### src/pwi_pkg.sv
// Shared constants and types of the port wake and interrupt block
package pwi_pkg;

	// ------------------------------------------------------------
	// Register indices; byte address is four times the index
	// ------------------------------------------------------------
	localparam int          IDX_W        = 14;
	localparam logic [11:0] IDX_WAKE_EVT = 12'h013;
	localparam logic [11:0] IDX_WAKE_ENA = 12'h017;
	localparam logic [11:0] IDX_INT_STAT = 12'h01b;
	localparam logic [11:0] IDX_INT_MASK = 12'h01f;
	localparam logic [11:0] IDX_PEND     = 12'h001;
	localparam logic [11:0] IDX_PEND_MSK = 12'h002;

	// ------------------------------------------------------------
	// Field positions, reset values, bus answers
	// ------------------------------------------------------------
	localparam int         BIT_FRAME   = 2;
	localparam int         BIT_LINK    = 1;
	localparam int         BIT_ENERGY  = 0;
	localparam int         BIT_PTP     = 2;
	localparam int         BIT_PHY     = 1;
	localparam int         BIT_ACL     = 0;
	localparam logic [2:0] RST_FIELD   = 3'h0;
	localparam logic [7:0] RST_BYTE    = 8'h00;
	localparam logic [1:0] RESP_OKAY   = 2'h0;
	localparam logic [1:0] RESP_SLVERR = 2'h2;

	// Register selected by an index
	typedef enum logic [2:0] {
		SEL_NONE, SEL_EVT, SEL_ENA, SEL_STAT,
		SEL_MASK, SEL_PEND, SEL_PMSK
	} pwi_sel_t;

	// Per-port events and pending flags
	typedef struct packed {
		logic wake_frame;
		logic link_up;
		logic energy;
		logic ptp_pend;
		logic phy_pend;
		logic acl_evt;
	} pwi_port_in_t;

	// Visible register state of one port
	typedef struct packed {
		logic [2:0] evt;
		logic [2:0] ena;
		logic [2:0] stat;
		logic [2:0] mask;
	} pwi_port_regs_t;

	// Register strobes from the bus slave
	typedef struct packed {
		logic             wr;
		logic [IDX_W-1:0] widx;
		logic [7:0]       wdata;
		logic             wstrb;
		logic             rd;
		logic [IDX_W-1:0] ridx;
	} pwi_req_t;

endpackage

### src/pwi_port.sv
// One port's wake flags, wake enables, interrupt status and mask
`timescale 1ns/100ps
`default_nettype none
module pwi_port #(
	parameter bit IS_PHY = 1'b1
) (
	// Clock and reset
	input  wire logic                    clock,
	input  wire logic                    reset,
	// Event inputs
	input  wire pwi_pkg::pwi_port_in_t   ev_in,
	// One-cycle register write strobes
	input  wire logic                    wr_evt,
	input  wire logic                    wr_ena,
	input  wire logic                    wr_mask,
	input  wire logic [2:0]              wdata,
	// Register state and requests
	output var  pwi_pkg::pwi_port_regs_t regs,
	output var  logic                    wake_req,
	output var  logic                    irq_req,
	output var  logic                    new_evt
);
	import pwi_pkg::*;

	// Link and energy bits exist only behind a PHY
	localparam logic [2:0] PHY_BITS = IS_PHY ? 3'h7 : 3'h4;

	logic [2:0] evt_ff, nxt_evt;
	logic [2:0] ena_ff, nxt_ena;
	logic [2:0] mask_ff, nxt_mask;
	logic       acl_ff, nxt_acl;
	logic       acl_toggle;
	logic [2:0] evt_set;
	logic [2:0] stat;

	// Detected wake events
	always_comb begin
		evt_set             = RST_FIELD;
		evt_set[BIT_FRAME]  = ev_in.wake_frame;
		evt_set[BIT_LINK]   = IS_PHY & ev_in.link_up;
		evt_set[BIT_ENERGY] = IS_PHY & ev_in.energy;
	end

	// Next values; a new event beats a clear in the same cycle
	always_comb begin
		acl_toggle = wr_mask && (wdata[BIT_ACL] != mask_ff[BIT_ACL]);
		nxt_evt    = (evt_ff & ~(wr_evt ? wdata : RST_FIELD)) | evt_set;
		nxt_ena    = wr_ena ? (wdata & PHY_BITS) : ena_ff;
		nxt_mask   = wr_mask ? wdata : mask_ff;
		nxt_acl    = ev_in.acl_evt | (acl_ff & ~acl_toggle);
	end

	// State registers
	always_ff @(posedge clock) begin
		if (reset) begin
			evt_ff  <= RST_FIELD;
			ena_ff  <= RST_FIELD;
			mask_ff <= RST_FIELD;
			acl_ff  <= 1'b0;
		end else begin
			evt_ff  <= nxt_evt;
			ena_ff  <= nxt_ena;
			mask_ff <= nxt_mask;
			acl_ff  <= nxt_acl;
		end
	end

	// Timing and PHY bits mirror lower-level pending flags, only behind a PHY
	always_comb begin
		stat          = RST_FIELD;
		stat[BIT_PTP] = IS_PHY & ev_in.ptp_pend;
		stat[BIT_PHY] = IS_PHY & ev_in.phy_pend;
		stat[BIT_ACL] = acl_ff;
	end

	// Requests towards the shared wake pin and interrupt
	assign regs     = '{evt: evt_ff, ena: ena_ff, stat: stat, mask: mask_ff};
	assign wake_req = |(evt_ff & ena_ff);
	assign irq_req  = |(stat & ~mask_ff);
	assign new_evt  = |evt_set;

endmodule
`default_nettype wire

### src/pwi_axil.sv
// AXI4-Lite slave turning bus transfers into register strobes
`timescale 1ns/100ps
`default_nettype none
module pwi_axil (
	// Clock and reset
	input  wire logic                      clock,
	input  wire logic                      reset,
	// Write address and data
	input  wire logic [pwi_pkg::IDX_W+1:0] s_axi_awaddr,
	input  wire logic                      s_axi_awvalid,
	output var  logic                      s_axi_awready,
	input  wire logic [31:0]               s_axi_wdata,
	input  wire logic [3:0]                s_axi_wstrb,
	input  wire logic                      s_axi_wvalid,
	output var  logic                      s_axi_wready,
	// Write response
	output var  logic [1:0]                s_axi_bresp,
	output var  logic                      s_axi_bvalid,
	input  wire logic                      s_axi_bready,
	// Read address and data
	input  wire logic [pwi_pkg::IDX_W+1:0] s_axi_araddr,
	input  wire logic                      s_axi_arvalid,
	output var  logic                      s_axi_arready,
	output var  logic [31:0]               s_axi_rdata,
	output var  logic [1:0]                s_axi_rresp,
	output var  logic                      s_axi_rvalid,
	input  wire logic                      s_axi_rready,
	// Register side
	output var  pwi_pkg::pwi_req_t         req,
	input  wire logic                      wr_ok,
	input  wire logic                      rd_ok,
	input  wire logic [7:0]                rd_data
);
	import pwi_pkg::*;

	logic       awh_ff, nxt_awh, wh_ff, nxt_wh;
	logic       wbusy_ff, nxt_wbusy, rbusy_ff, nxt_rbusy;
	logic       awr_ff, nxt_awr, wr_ff, nxt_wr, arr_ff, nxt_arr;
	logic       bv_ff, nxt_bv, rv_ff, nxt_rv;
	logic [1:0] br_ff, nxt_br, rr_ff, nxt_rr;
	logic [7:0] rd_ff, nxt_rd;
	pwi_req_t   req_ff, nxt_req;

	// Handshakes; one write and one read in flight at most
	always_comb begin
		nxt_awh = awh_ff;  nxt_wh = wh_ff;
		nxt_wbusy = wbusy_ff;  nxt_rbusy = rbusy_ff;
		nxt_bv = bv_ff;  nxt_br = br_ff;
		nxt_rv = rv_ff;  nxt_rr = rr_ff;  nxt_rd = rd_ff;
		nxt_req = req_ff;
		nxt_req.wr = 1'b0;
		nxt_req.rd = 1'b0;
		if (s_axi_awvalid && awr_ff) begin
			nxt_awh      = 1'b1;
			nxt_req.widx = s_axi_awaddr[IDX_W+1:2];
		end
		if (s_axi_wvalid && wr_ff) begin
			nxt_wh        = 1'b1;
			nxt_req.wdata = s_axi_wdata[7:0];
			nxt_req.wstrb = s_axi_wstrb[0];
		end
		// Address and data may arrive in either order
		if (awh_ff && wh_ff) begin
			nxt_req.wr = 1'b1;
			nxt_awh    = 1'b0;
			nxt_wh     = 1'b0;
			nxt_wbusy  = 1'b1;
		end
		if (req_ff.wr) begin
			nxt_bv = 1'b1;
			nxt_br = wr_ok ? RESP_OKAY : RESP_SLVERR;
		end
		if (bv_ff && s_axi_bready) begin
			nxt_bv    = 1'b0;
			nxt_wbusy = 1'b0;
		end
		if (s_axi_arvalid && arr_ff) begin
			nxt_req.rd   = 1'b1;
			nxt_req.ridx = s_axi_araddr[IDX_W+1:2];
			nxt_rbusy    = 1'b1;
		end
		if (req_ff.rd) begin
			nxt_rv = 1'b1;
			nxt_rd = rd_ok ? rd_data : RST_BYTE;
			nxt_rr = rd_ok ? RESP_OKAY : RESP_SLVERR;
		end
		if (rv_ff && s_axi_rready) begin
			nxt_rv    = 1'b0;
			nxt_rbusy = 1'b0;
		end
		nxt_awr = !nxt_awh && !nxt_wbusy;
		nxt_wr  = !nxt_wh && !nxt_wbusy;
		nxt_arr = !nxt_rbusy;
	end

	// Bus state registers; ready stays low in the reset cycle
	always_ff @(posedge clock) begin
		if (reset) begin
			awh_ff <= 1'b0;  wh_ff <= 1'b0;
			wbusy_ff <= 1'b0;  rbusy_ff <= 1'b0;
			awr_ff <= 1'b0;  wr_ff <= 1'b0;  arr_ff <= 1'b0;
			bv_ff <= 1'b0;  br_ff <= RESP_OKAY;
			rv_ff <= 1'b0;  rr_ff <= RESP_OKAY;  rd_ff <= RST_BYTE;
			req_ff <= '0;
		end else begin
			awh_ff <= nxt_awh;  wh_ff <= nxt_wh;
			wbusy_ff <= nxt_wbusy;  rbusy_ff <= nxt_rbusy;
			awr_ff <= nxt_awr;  wr_ff <= nxt_wr;  arr_ff <= nxt_arr;
			bv_ff <= nxt_bv;  br_ff <= nxt_br;
			rv_ff <= nxt_rv;  rr_ff <= nxt_rr;  rd_ff <= nxt_rd;
			req_ff <= nxt_req;
		end
	end

	// Outputs straight from the flops; upper read bits are zero
	assign s_axi_awready = awr_ff;
	assign s_axi_wready  = wr_ff;
	assign s_axi_bvalid  = bv_ff;
	assign s_axi_bresp   = br_ff;
	assign s_axi_arready = arr_ff;
	assign s_axi_rvalid  = rv_ff;
	assign s_axi_rresp   = rr_ff;
	assign s_axi_rdata   = {24'h000000, rd_ff};
	assign req           = req_ff;

endmodule
`default_nettype wire

### src/pwi_top.sv
// Port wake events, wake pin and port interrupt status, top level
//
// Implementation choice: the AXI4-Lite register port.
`timescale 1ns/100ps
`default_nettype none
module pwi_top #(
	parameter int                   NUM_PORTS = 3,
	parameter logic [NUM_PORTS-1:0] PHY_PORTS = 3'h3
) (
	// Clock and reset
	input  wire logic                                  clock,
	input  wire logic                                  reset,
	// AXI4-Lite write address and data
	input  wire logic [pwi_pkg::IDX_W+1:0]             s_axi_awaddr,
	input  wire logic                                  s_axi_awvalid,
	output var  logic                                  s_axi_awready,
	input  wire logic [31:0]                           s_axi_wdata,
	input  wire logic [3:0]                            s_axi_wstrb,
	input  wire logic                                  s_axi_wvalid,
	output var  logic                                  s_axi_wready,
	// AXI4-Lite write response
	output var  logic [1:0]                            s_axi_bresp,
	output var  logic                                  s_axi_bvalid,
	input  wire logic                                  s_axi_bready,
	// AXI4-Lite read
	input  wire logic [pwi_pkg::IDX_W+1:0]             s_axi_araddr,
	input  wire logic                                  s_axi_arvalid,
	output var  logic                                  s_axi_arready,
	output var  logic [31:0]                           s_axi_rdata,
	output var  logic [1:0]                            s_axi_rresp,
	output var  logic                                  s_axi_rvalid,
	input  wire logic                                  s_axi_rready,
	// Per-port events from the core, same clock
	input  wire pwi_pkg::pwi_port_in_t [NUM_PORTS-1:0] port_in,
	// Wake pin and interrupt
	output var  logic                                  wake_output_pin,
	output var  logic                                  irq
);
	import pwi_pkg::*;

	// ------------------------------------------------------------
	// Declarations
	// ------------------------------------------------------------
	pwi_req_t                        req;
	pwi_sel_t                        wr_sel;
	pwi_sel_t                        rd_sel;
	logic                            wr_ok;
	logic                            rd_ok;
	logic [7:0]                      rd_data;
	logic [NUM_PORTS-1:0]            wr_evt;
	logic [NUM_PORTS-1:0]            wr_ena;
	logic [NUM_PORTS-1:0]            wr_mask;
	logic                            wr_pmsk;
	logic                            pend_clr;
	pwi_port_regs_t [NUM_PORTS-1:0]  regs;
	logic [NUM_PORTS-1:0]            wake_req;
	logic [NUM_PORTS-1:0]            irq_req;
	logic [NUM_PORTS-1:0]            new_evt;
	logic [NUM_PORTS-1:0]            pend_ff, nxt_pend;
	logic [NUM_PORTS-1:0]            pmsk_ff, nxt_pmsk;
	logic                            wake_ff, nxt_wake;
	logic                            irq_ff, nxt_irq;

	// ------------------------------------------------------------
	// Address decode
	// ------------------------------------------------------------

	// Port field zero holds the summary registers
	function automatic pwi_sel_t pwi_dec(input logic [IDX_W-1:0] idx);
		logic [11:0] off;
		logic [1:0]  num;
		off     = idx[11:0];
		num     = idx[IDX_W-1:12];
		pwi_dec = SEL_NONE;
		if (num == 2'h0) begin
			if (off == IDX_PEND)
				pwi_dec = SEL_PEND;
			else if (off == IDX_PEND_MSK)
				pwi_dec = SEL_PMSK;
		end else if (int'(num) <= NUM_PORTS) begin
			case (off)
				IDX_WAKE_EVT: pwi_dec = SEL_EVT;
				IDX_WAKE_ENA: pwi_dec = SEL_ENA;
				IDX_INT_STAT: pwi_dec = SEL_STAT;
				IDX_INT_MASK: pwi_dec = SEL_MASK;
				default:      pwi_dec = SEL_NONE;
			endcase
		end
	endfunction

	// Write strobes; lane 0 must be enabled for any effect
	always_comb begin
		wr_sel  = pwi_dec(req.widx);
		wr_ok   = wr_sel != SEL_NONE;
		wr_evt  = '0;
		wr_ena  = '0;
		wr_mask = '0;
		wr_pmsk = req.wr && req.wstrb && wr_sel == SEL_PMSK;
		for (int p = 0; p < NUM_PORTS; p++) begin
			if (req.wr && req.wstrb &&
			    req.widx[IDX_W-1:12] == 2'(p + 1)) begin
				wr_evt[p]  = wr_sel == SEL_EVT;
				wr_ena[p]  = wr_sel == SEL_ENA;
				wr_mask[p] = wr_sel == SEL_MASK;
			end
		end
	end

	// ------------------------------------------------------------
	// Bus slave and port instances
	// ------------------------------------------------------------
	pwi_axil u_axil (
		.clock         (clock),
		.reset         (reset),
		.s_axi_awaddr  (s_axi_awaddr),
		.s_axi_awvalid (s_axi_awvalid),
		.s_axi_awready (s_axi_awready),
		.s_axi_wdata   (s_axi_wdata),
		.s_axi_wstrb   (s_axi_wstrb),
		.s_axi_wvalid  (s_axi_wvalid),
		.s_axi_wready  (s_axi_wready),
		.s_axi_bresp   (s_axi_bresp),
		.s_axi_bvalid  (s_axi_bvalid),
		.s_axi_bready  (s_axi_bready),
		.s_axi_araddr  (s_axi_araddr),
		.s_axi_arvalid (s_axi_arvalid),
		.s_axi_arready (s_axi_arready),
		.s_axi_rdata   (s_axi_rdata),
		.s_axi_rresp   (s_axi_rresp),
		.s_axi_rvalid  (s_axi_rvalid),
		.s_axi_rready  (s_axi_rready),
		.req           (req),
		.wr_ok         (wr_ok),
		.rd_ok         (rd_ok),
		.rd_data       (rd_data)
	);

	// One register set per port
	for (genvar p = 0; p < NUM_PORTS; p++) begin : g_port
		pwi_port #(
			.IS_PHY (PHY_PORTS[p])
		) u_port (
			.clock    (clock),
			.reset    (reset),
			.ev_in    (port_in[p]),
			.wr_evt   (wr_evt[p]),
			.wr_ena   (wr_ena[p]),
			.wr_mask  (wr_mask[p]),
			.wdata    (req.wdata[2:0]),
			.regs     (regs[p]),
			.wake_req (wake_req[p]),
			.irq_req  (irq_req[p]),
			.new_evt  (new_evt[p])
		);
	end

	// ------------------------------------------------------------
	// Summary flags, wake pin and interrupt
	// ------------------------------------------------------------

	// A new wake event wins over a clearing read
	always_comb begin
		pend_clr = req.rd && rd_sel == SEL_PEND;
		nxt_pend = (pend_ff & ~{NUM_PORTS{pend_clr}}) | new_evt;
		nxt_pmsk = wr_pmsk ? req.wdata[NUM_PORTS-1:0] : pmsk_ff;
		nxt_wake = |wake_req;
		nxt_irq  = (|irq_req) | (|(pend_ff & ~pmsk_ff));
	end

	// Pins come from flops, one cycle behind their cause
	always_ff @(posedge clock) begin
		if (reset) begin
			pend_ff <= '0;
			pmsk_ff <= '0;
			wake_ff <= 1'b0;
			irq_ff  <= 1'b0;
		end else begin
			pend_ff <= nxt_pend;
			pmsk_ff <= nxt_pmsk;
			wake_ff <= nxt_wake;
			irq_ff  <= nxt_irq;
		end
	end

	assign wake_output_pin = wake_ff;
	assign irq             = irq_ff;

	// ------------------------------------------------------------
	// Read mux
	// ------------------------------------------------------------

	// Reserved bits read as zero
	always_comb begin
		rd_sel  = pwi_dec(req.ridx);
		rd_ok   = rd_sel != SEL_NONE;
		rd_data = RST_BYTE;
		case (rd_sel)
			SEL_PEND: rd_data = 8'(pend_ff);
			SEL_PMSK: rd_data = 8'(pmsk_ff);
			default: begin
				for (int p = 0; p < NUM_PORTS; p++) begin
					if (req.ridx[IDX_W-1:12] == 2'(p + 1)) begin
						case (rd_sel)
							SEL_EVT:  rd_data = 8'(regs[p].evt);
							SEL_ENA:  rd_data = 8'(regs[p].ena);
							SEL_STAT: rd_data = 8'(regs[p].stat);
							SEL_MASK: rd_data = 8'(regs[p].mask);
							default:  rd_data = RST_BYTE;
						endcase
					end
				end
			end
		endcase
	end

	for (genvar p = 0; p < NUM_PORTS; p++) begin : g_chk

		if (PHY_PORTS[p]) begin : g_phy

		end else begin : g_mac

		end

	end
endmodule
`default_nettype wire

### config.mk
export PLATFORM = sky130hd
export DESIGN_NAME = pwi_top
export DESIGN_NICKNAME = d
export VERILOG_FILES = /design/src/pwi_pkg.sv /design/src/pwi_port.sv /design/src/pwi_axil.sv /design/src/pwi_top.sv
export SDC_FILE = /design/constraint.sdc
export NUM_CORES = 1
export LEC_CHECK = 0
export BUFFER_PORTS_ARGS = -buffer_cell sky130_fd_sc_hd__buf_2
export CORE_UTILIZATION = 50
export CTS_CLUSTER_DIAMETER = 120
export DETAILED_ROUTE_END_ITERATION = 7
export GPL_TIMING_DRIVEN = 0
export HOLD_SLACK_MARGIN = 0.03
export PLACE_DENSITY_LB_ADDON = 0.1
export SYNTH_ARGS = -nofsm -noshare
export SYNTH_HDL_FRONTEND = slang
export SYNTH_SLANG_ARGS = --single-unit
export TNS_END_PERCENT = 50
### constraint.sdc
create_clock -name clock -period 2.32 [get_ports clock]
set_clock_uncertainty 0.1 [all_clocks]
set_input_delay 0.348 -clock clock [delete_from_list [all_inputs] [get_ports clock]]
set_output_delay 0.348 -clock clock [all_outputs]
set_load 0.02 [all_outputs]
==> run summary <==
========================================================================================
Number of distinct library cells after synthesis                                      56
Largest cells by area after synthesis                                       dfxtp_1 (42%), nand2_1 (6.9%), mux2i_1 (6.6%)
Worst path required time                                                         2.45 ns
Die span in y                                                                    91.1 um
Final weighted congestion in routability-driven placement                          0.907
Sequential element share of the synthesized area                                   42.4%
Final critical path time including I/O delays and setup                          2.23 ns
Slew @ Worst Pin                                                                0.654 ns
Status                                                                         completed
Post-synth top area cell                                                         dfxtp_1
Clock insertion delay at the later pin of the skew report                        0.36 ns
Power density normalized to cell area                                        622 mW/mm^2
Maximum level of the CTS H-tree                                                        3
Total routing resource utilization after global routing                            25.1%
Final setup violation count                                                            0
Largest net degree at the start of global routing                                     15
Worst slew margin                                                                  56.4%
Fin area                                                                    0.00476 mm^2
Leakage power summed over all cells                                              2.00 nW
Portion of synthesized cell area occupied by the leading cell type                 42.4%
Series of cell instances along the critical path                            or4_1 -> nor2_2 -> nand4_1 -> buf_4 -> a2111oi_2 -> nor2_1
Least setup slack across all paths after layout                                0.0930 ns
Category of the critical setup timing path                                  flip-flop to flip-flop
Most frequently used cell type in the post-synthesis netlist                     dfxtp_1
Number of remaining DRC errors                                                         0
Antenna violation net count after detailed routing                                     0
Horizontal extent of the die                                                     91.1 um
Startpoint of the most critical hold path                                   s_axi_bready
P&R area growth vs syn                                                             19.9%
Async set or reset register ratio after synthesis                                     0%
Max Clk Rate                                                                     449 MHz
WL final                                                                        10200 um
Placement Rows                                                                        32
Family of cells with the greatest summed delay on the critical path         simple AND/OR/NAND/NOR gates
Initial core utilization                                                           51.6%
WL per Instance                                                                  14.8 um
Die ar.                                                                     0.00830 mm^2
MaxCap Viol Count                                                                      0
Num Clock Sinks                                                                       84
Cell internal pwr                                                                2.10 mW
Portion of the clock cycle consumed by the worst path in the final layout          96.0%
Boundary pin count                                                                   136
Register-to-Register Setup Slack                                                 0.09 ns
Maximum fanout encountered on the critical timing path                                 9
Avg Inst Size Synth                                                            8.36 um^2
Synth Register Bits                                                                   84
Worst path slowest cell                                                            or4_1
Final slew viol count                                                                  0
Initial antenna violation count                                                        0
Share of power burned in combinational logic                                       14.7%
Worst hold-check slack                                                         0.0974 ns
Share of total power in sequential cells                                           53.0%
Proportion of layout cells with a drive suffix above 1                             23.5%
Number of synthesized flops with an enable pin                                         0
Number of global-route vias before repair                                           3173
Cell Count Post-Placement                                                            671
Cell at the root of the clock tree                                              clkbuf_8
Number of warnings printed during yosys synthesis                                      0
TritonCTS clock tree                                                                 yes
Critical Path Start Type                                                       flip-flop
Worst Path Buf+Inv                                                                     1
Hold crit path type                                                         input pin to flip-flop
Detail-routed via count per cell                                                    5.24
Routed via count                                                                    3589
Switching Power                                                                 0.857 mW
Netlist area before placement                                               0.00397 mm^2
Switching part of the total                                                        28.9%
Reg2Reg Launch Point                                                        u_axil.req[13]$_SDFFE_PP0P_
Total gr overflow                                                                      0
Area of the placeable core                                                  0.00769 mm^2
Instance count of the mapped netlist                                                 475
Maximum vdd ir drop                                                           0.000322 V
Clk slew on worst S/H paths                                                      0.08 ns
Arrival time of the worst setup path                                             2.36 ns
Critical path origin                                                        u_axil.req[13]$_SDFFE_PP0P_
Place WS                                                                       0.0272 ns
DR pass1 iterations                                                                    7
Nets                                                                                 671
Port buffer count                                                                     64
CTS Buf Count                                                                          9
Final Hold Viols                                                                       0
Number of standard cells in the final layout excluding fillers                       685
Most frequently used flop master after synthesis                                 dfxtp_1
HPWL after detailed placement                                                    7680 um
Clock network power share                                                          32.3%
Setup crit end kind                                                            flip-flop
Number of violations reported at the end of detailed-routing iteration 0             159
Placement-stage cell area                                                   0.00453 mm^2
Diode insertion count for antenna repair                                               0
Wire length of the first global-routing pass                                    16200 um
Highest cell delay on the worst timing path                                      0.59 ns
Maximum number of buffers from clock root to sink                                      2
Most used standard cells in the synthesized netlist                         dfxtp_1 (84), nand2_1 (73), nor2_1 (47), a21oi_1 (44), buf_4 (31)
========================================================================================
registers in the layout (all words and copies together), names as in the netlist:
| register | count |
|---|---|
| u_axil.wbusy_ff | 1 |
| g_port.u_port.ena_ff | 7 |
| u_axil.s_axi_bresp | 1 |
| wake_output_pin | 1 |
| u_axil.s_axi_wready | 1 |
| g_port.u_port.mask_ff | 9 |
| u_axil.rbusy_ff | 1 |
| u_axil.s_axi_awready | 1 |
| pmsk_ff | 3 |
| u_axil.awh_ff | 1 |
| g_port.u_port.acl_ff | 3 |
| g_port.u_port.evt_ff | 9 |
| u_axil.rd_ff | 3 |
| u_axil.wh_ff | 1 |
| u_axil.s_axi_rresp | 1 |
| pend_ff | 3 |
| u_axil.s_axi_bvalid | 1 |
| u_axil.s_axi_rvalid | 1 |
| u_axil.req | 34 |
| u_axil.s_axi_arready | 1 |
| irq | 1 |
path summary, 6_finish.rpt:
kind                                            to  depth (start not counted)
setup / recovery             pend_ff[1]$_SDFF_PP0_                          6
hold / removal    u_axil.s_axi_bvalid$_SDFFE_PP0P_                          2
setup reg to reg             pend_ff[1]$_SDFF_PP0_                          6
hold reg to reg        u_axil.req[33]$_SDFFE_PP0P_                          2
logic make-up after synthesis:
kind of cell           synth area share, %
AND/OR/NAND/NOR                       21.3
AO/OA/AOI/OAI                         16.6
flip-flops                            42.4
buffers and inverters                 10.5
multiplexers                          8.26
XOR/XNOR                             0.882
other                               0.0945
power by group through the flow:
stage | sequential [mW] | clock [mW] | combinational, mW
finish | 1.57 | 0.956 | 0.436
CTS | 1.56 | 0.970 | 0.435
detailed placement | 1.59 | 0 | 0.432
global placement | 1.59 | 0 | 0.427
global route | 1.58 | 1.03 | 0.483
floorplan | 1.58 | 0 | 0.304
cells in the final DEF, fill, tap and decap left out, types with 3 or more instances in the layout:
cell type,netlist,final
nand4_1,3,3
o22ai_1,5,5
nor3_2,2,3
conb_1,1,31
a311oi_1,7,7
nor3_1,6,5
a31oi_1,3,3
inv_1,23,23
clkbuf_8,0,10
nor2_1,47,47
a22oi_1,6,6
a211oi_1,7,7
nand2b_1,6,6
a21oi_1,44,44
buf_4,31,32
buf_2,2,66
nand2_1,73,72
nor2b_1,4,4
o21ai_0,7,7
xnor2_1,4,4
or4_4,3,3
dfxtp_1,84,84
nor4_1,5,4
mux2i_1,26,26
nor4_2,3,3
clkbuf_1,22,20
nand3_1,12,12
per-stage QoR:
step / setup TNS [ns] / utilization (%) / power [mW]
global route: -0.0358 / 61.9 / 3.09
detailed placement: 0 / 58.9 / 2.02
global placement: 0 / 58.9 / 2.01
CTS: 0 / 61.3 / 2.96
finish: 0 / 61.9 / 2.96
floorplan: 0 / - / 1.89
metal layers:
metal | global-route usage (%) | wire length (um)
met1 | 32.7 | 4600
met2 | 42.4 | 4920
met3 | 4.86 | 518
met5 | 0 | 0
met4 | 6.75 | 129
repair_timing:
| action | CTS | global route |
|---|---|---|
| pin swaps | 0 | 2 |
| hold buffers | 0 | 0 |
| endpoints found under the setup margin | 2 | 10 |
| setup buffers | 0 | 1 |
| gates resized for setup | 1 | 9 |
layout make-up:
class	instances	area (um^2)
Tap cell	102	128
Clock inverter	5	37.5
Timing Repair Buffer	65	328
Buffer	53	318
Sequential cell	84	1680
Clock buffer	11	141
Inverter	23	86.3
Multi-Input combinational cell	342	2040
Fill cell	745	2930
Power figures use the tool's default switching activity.
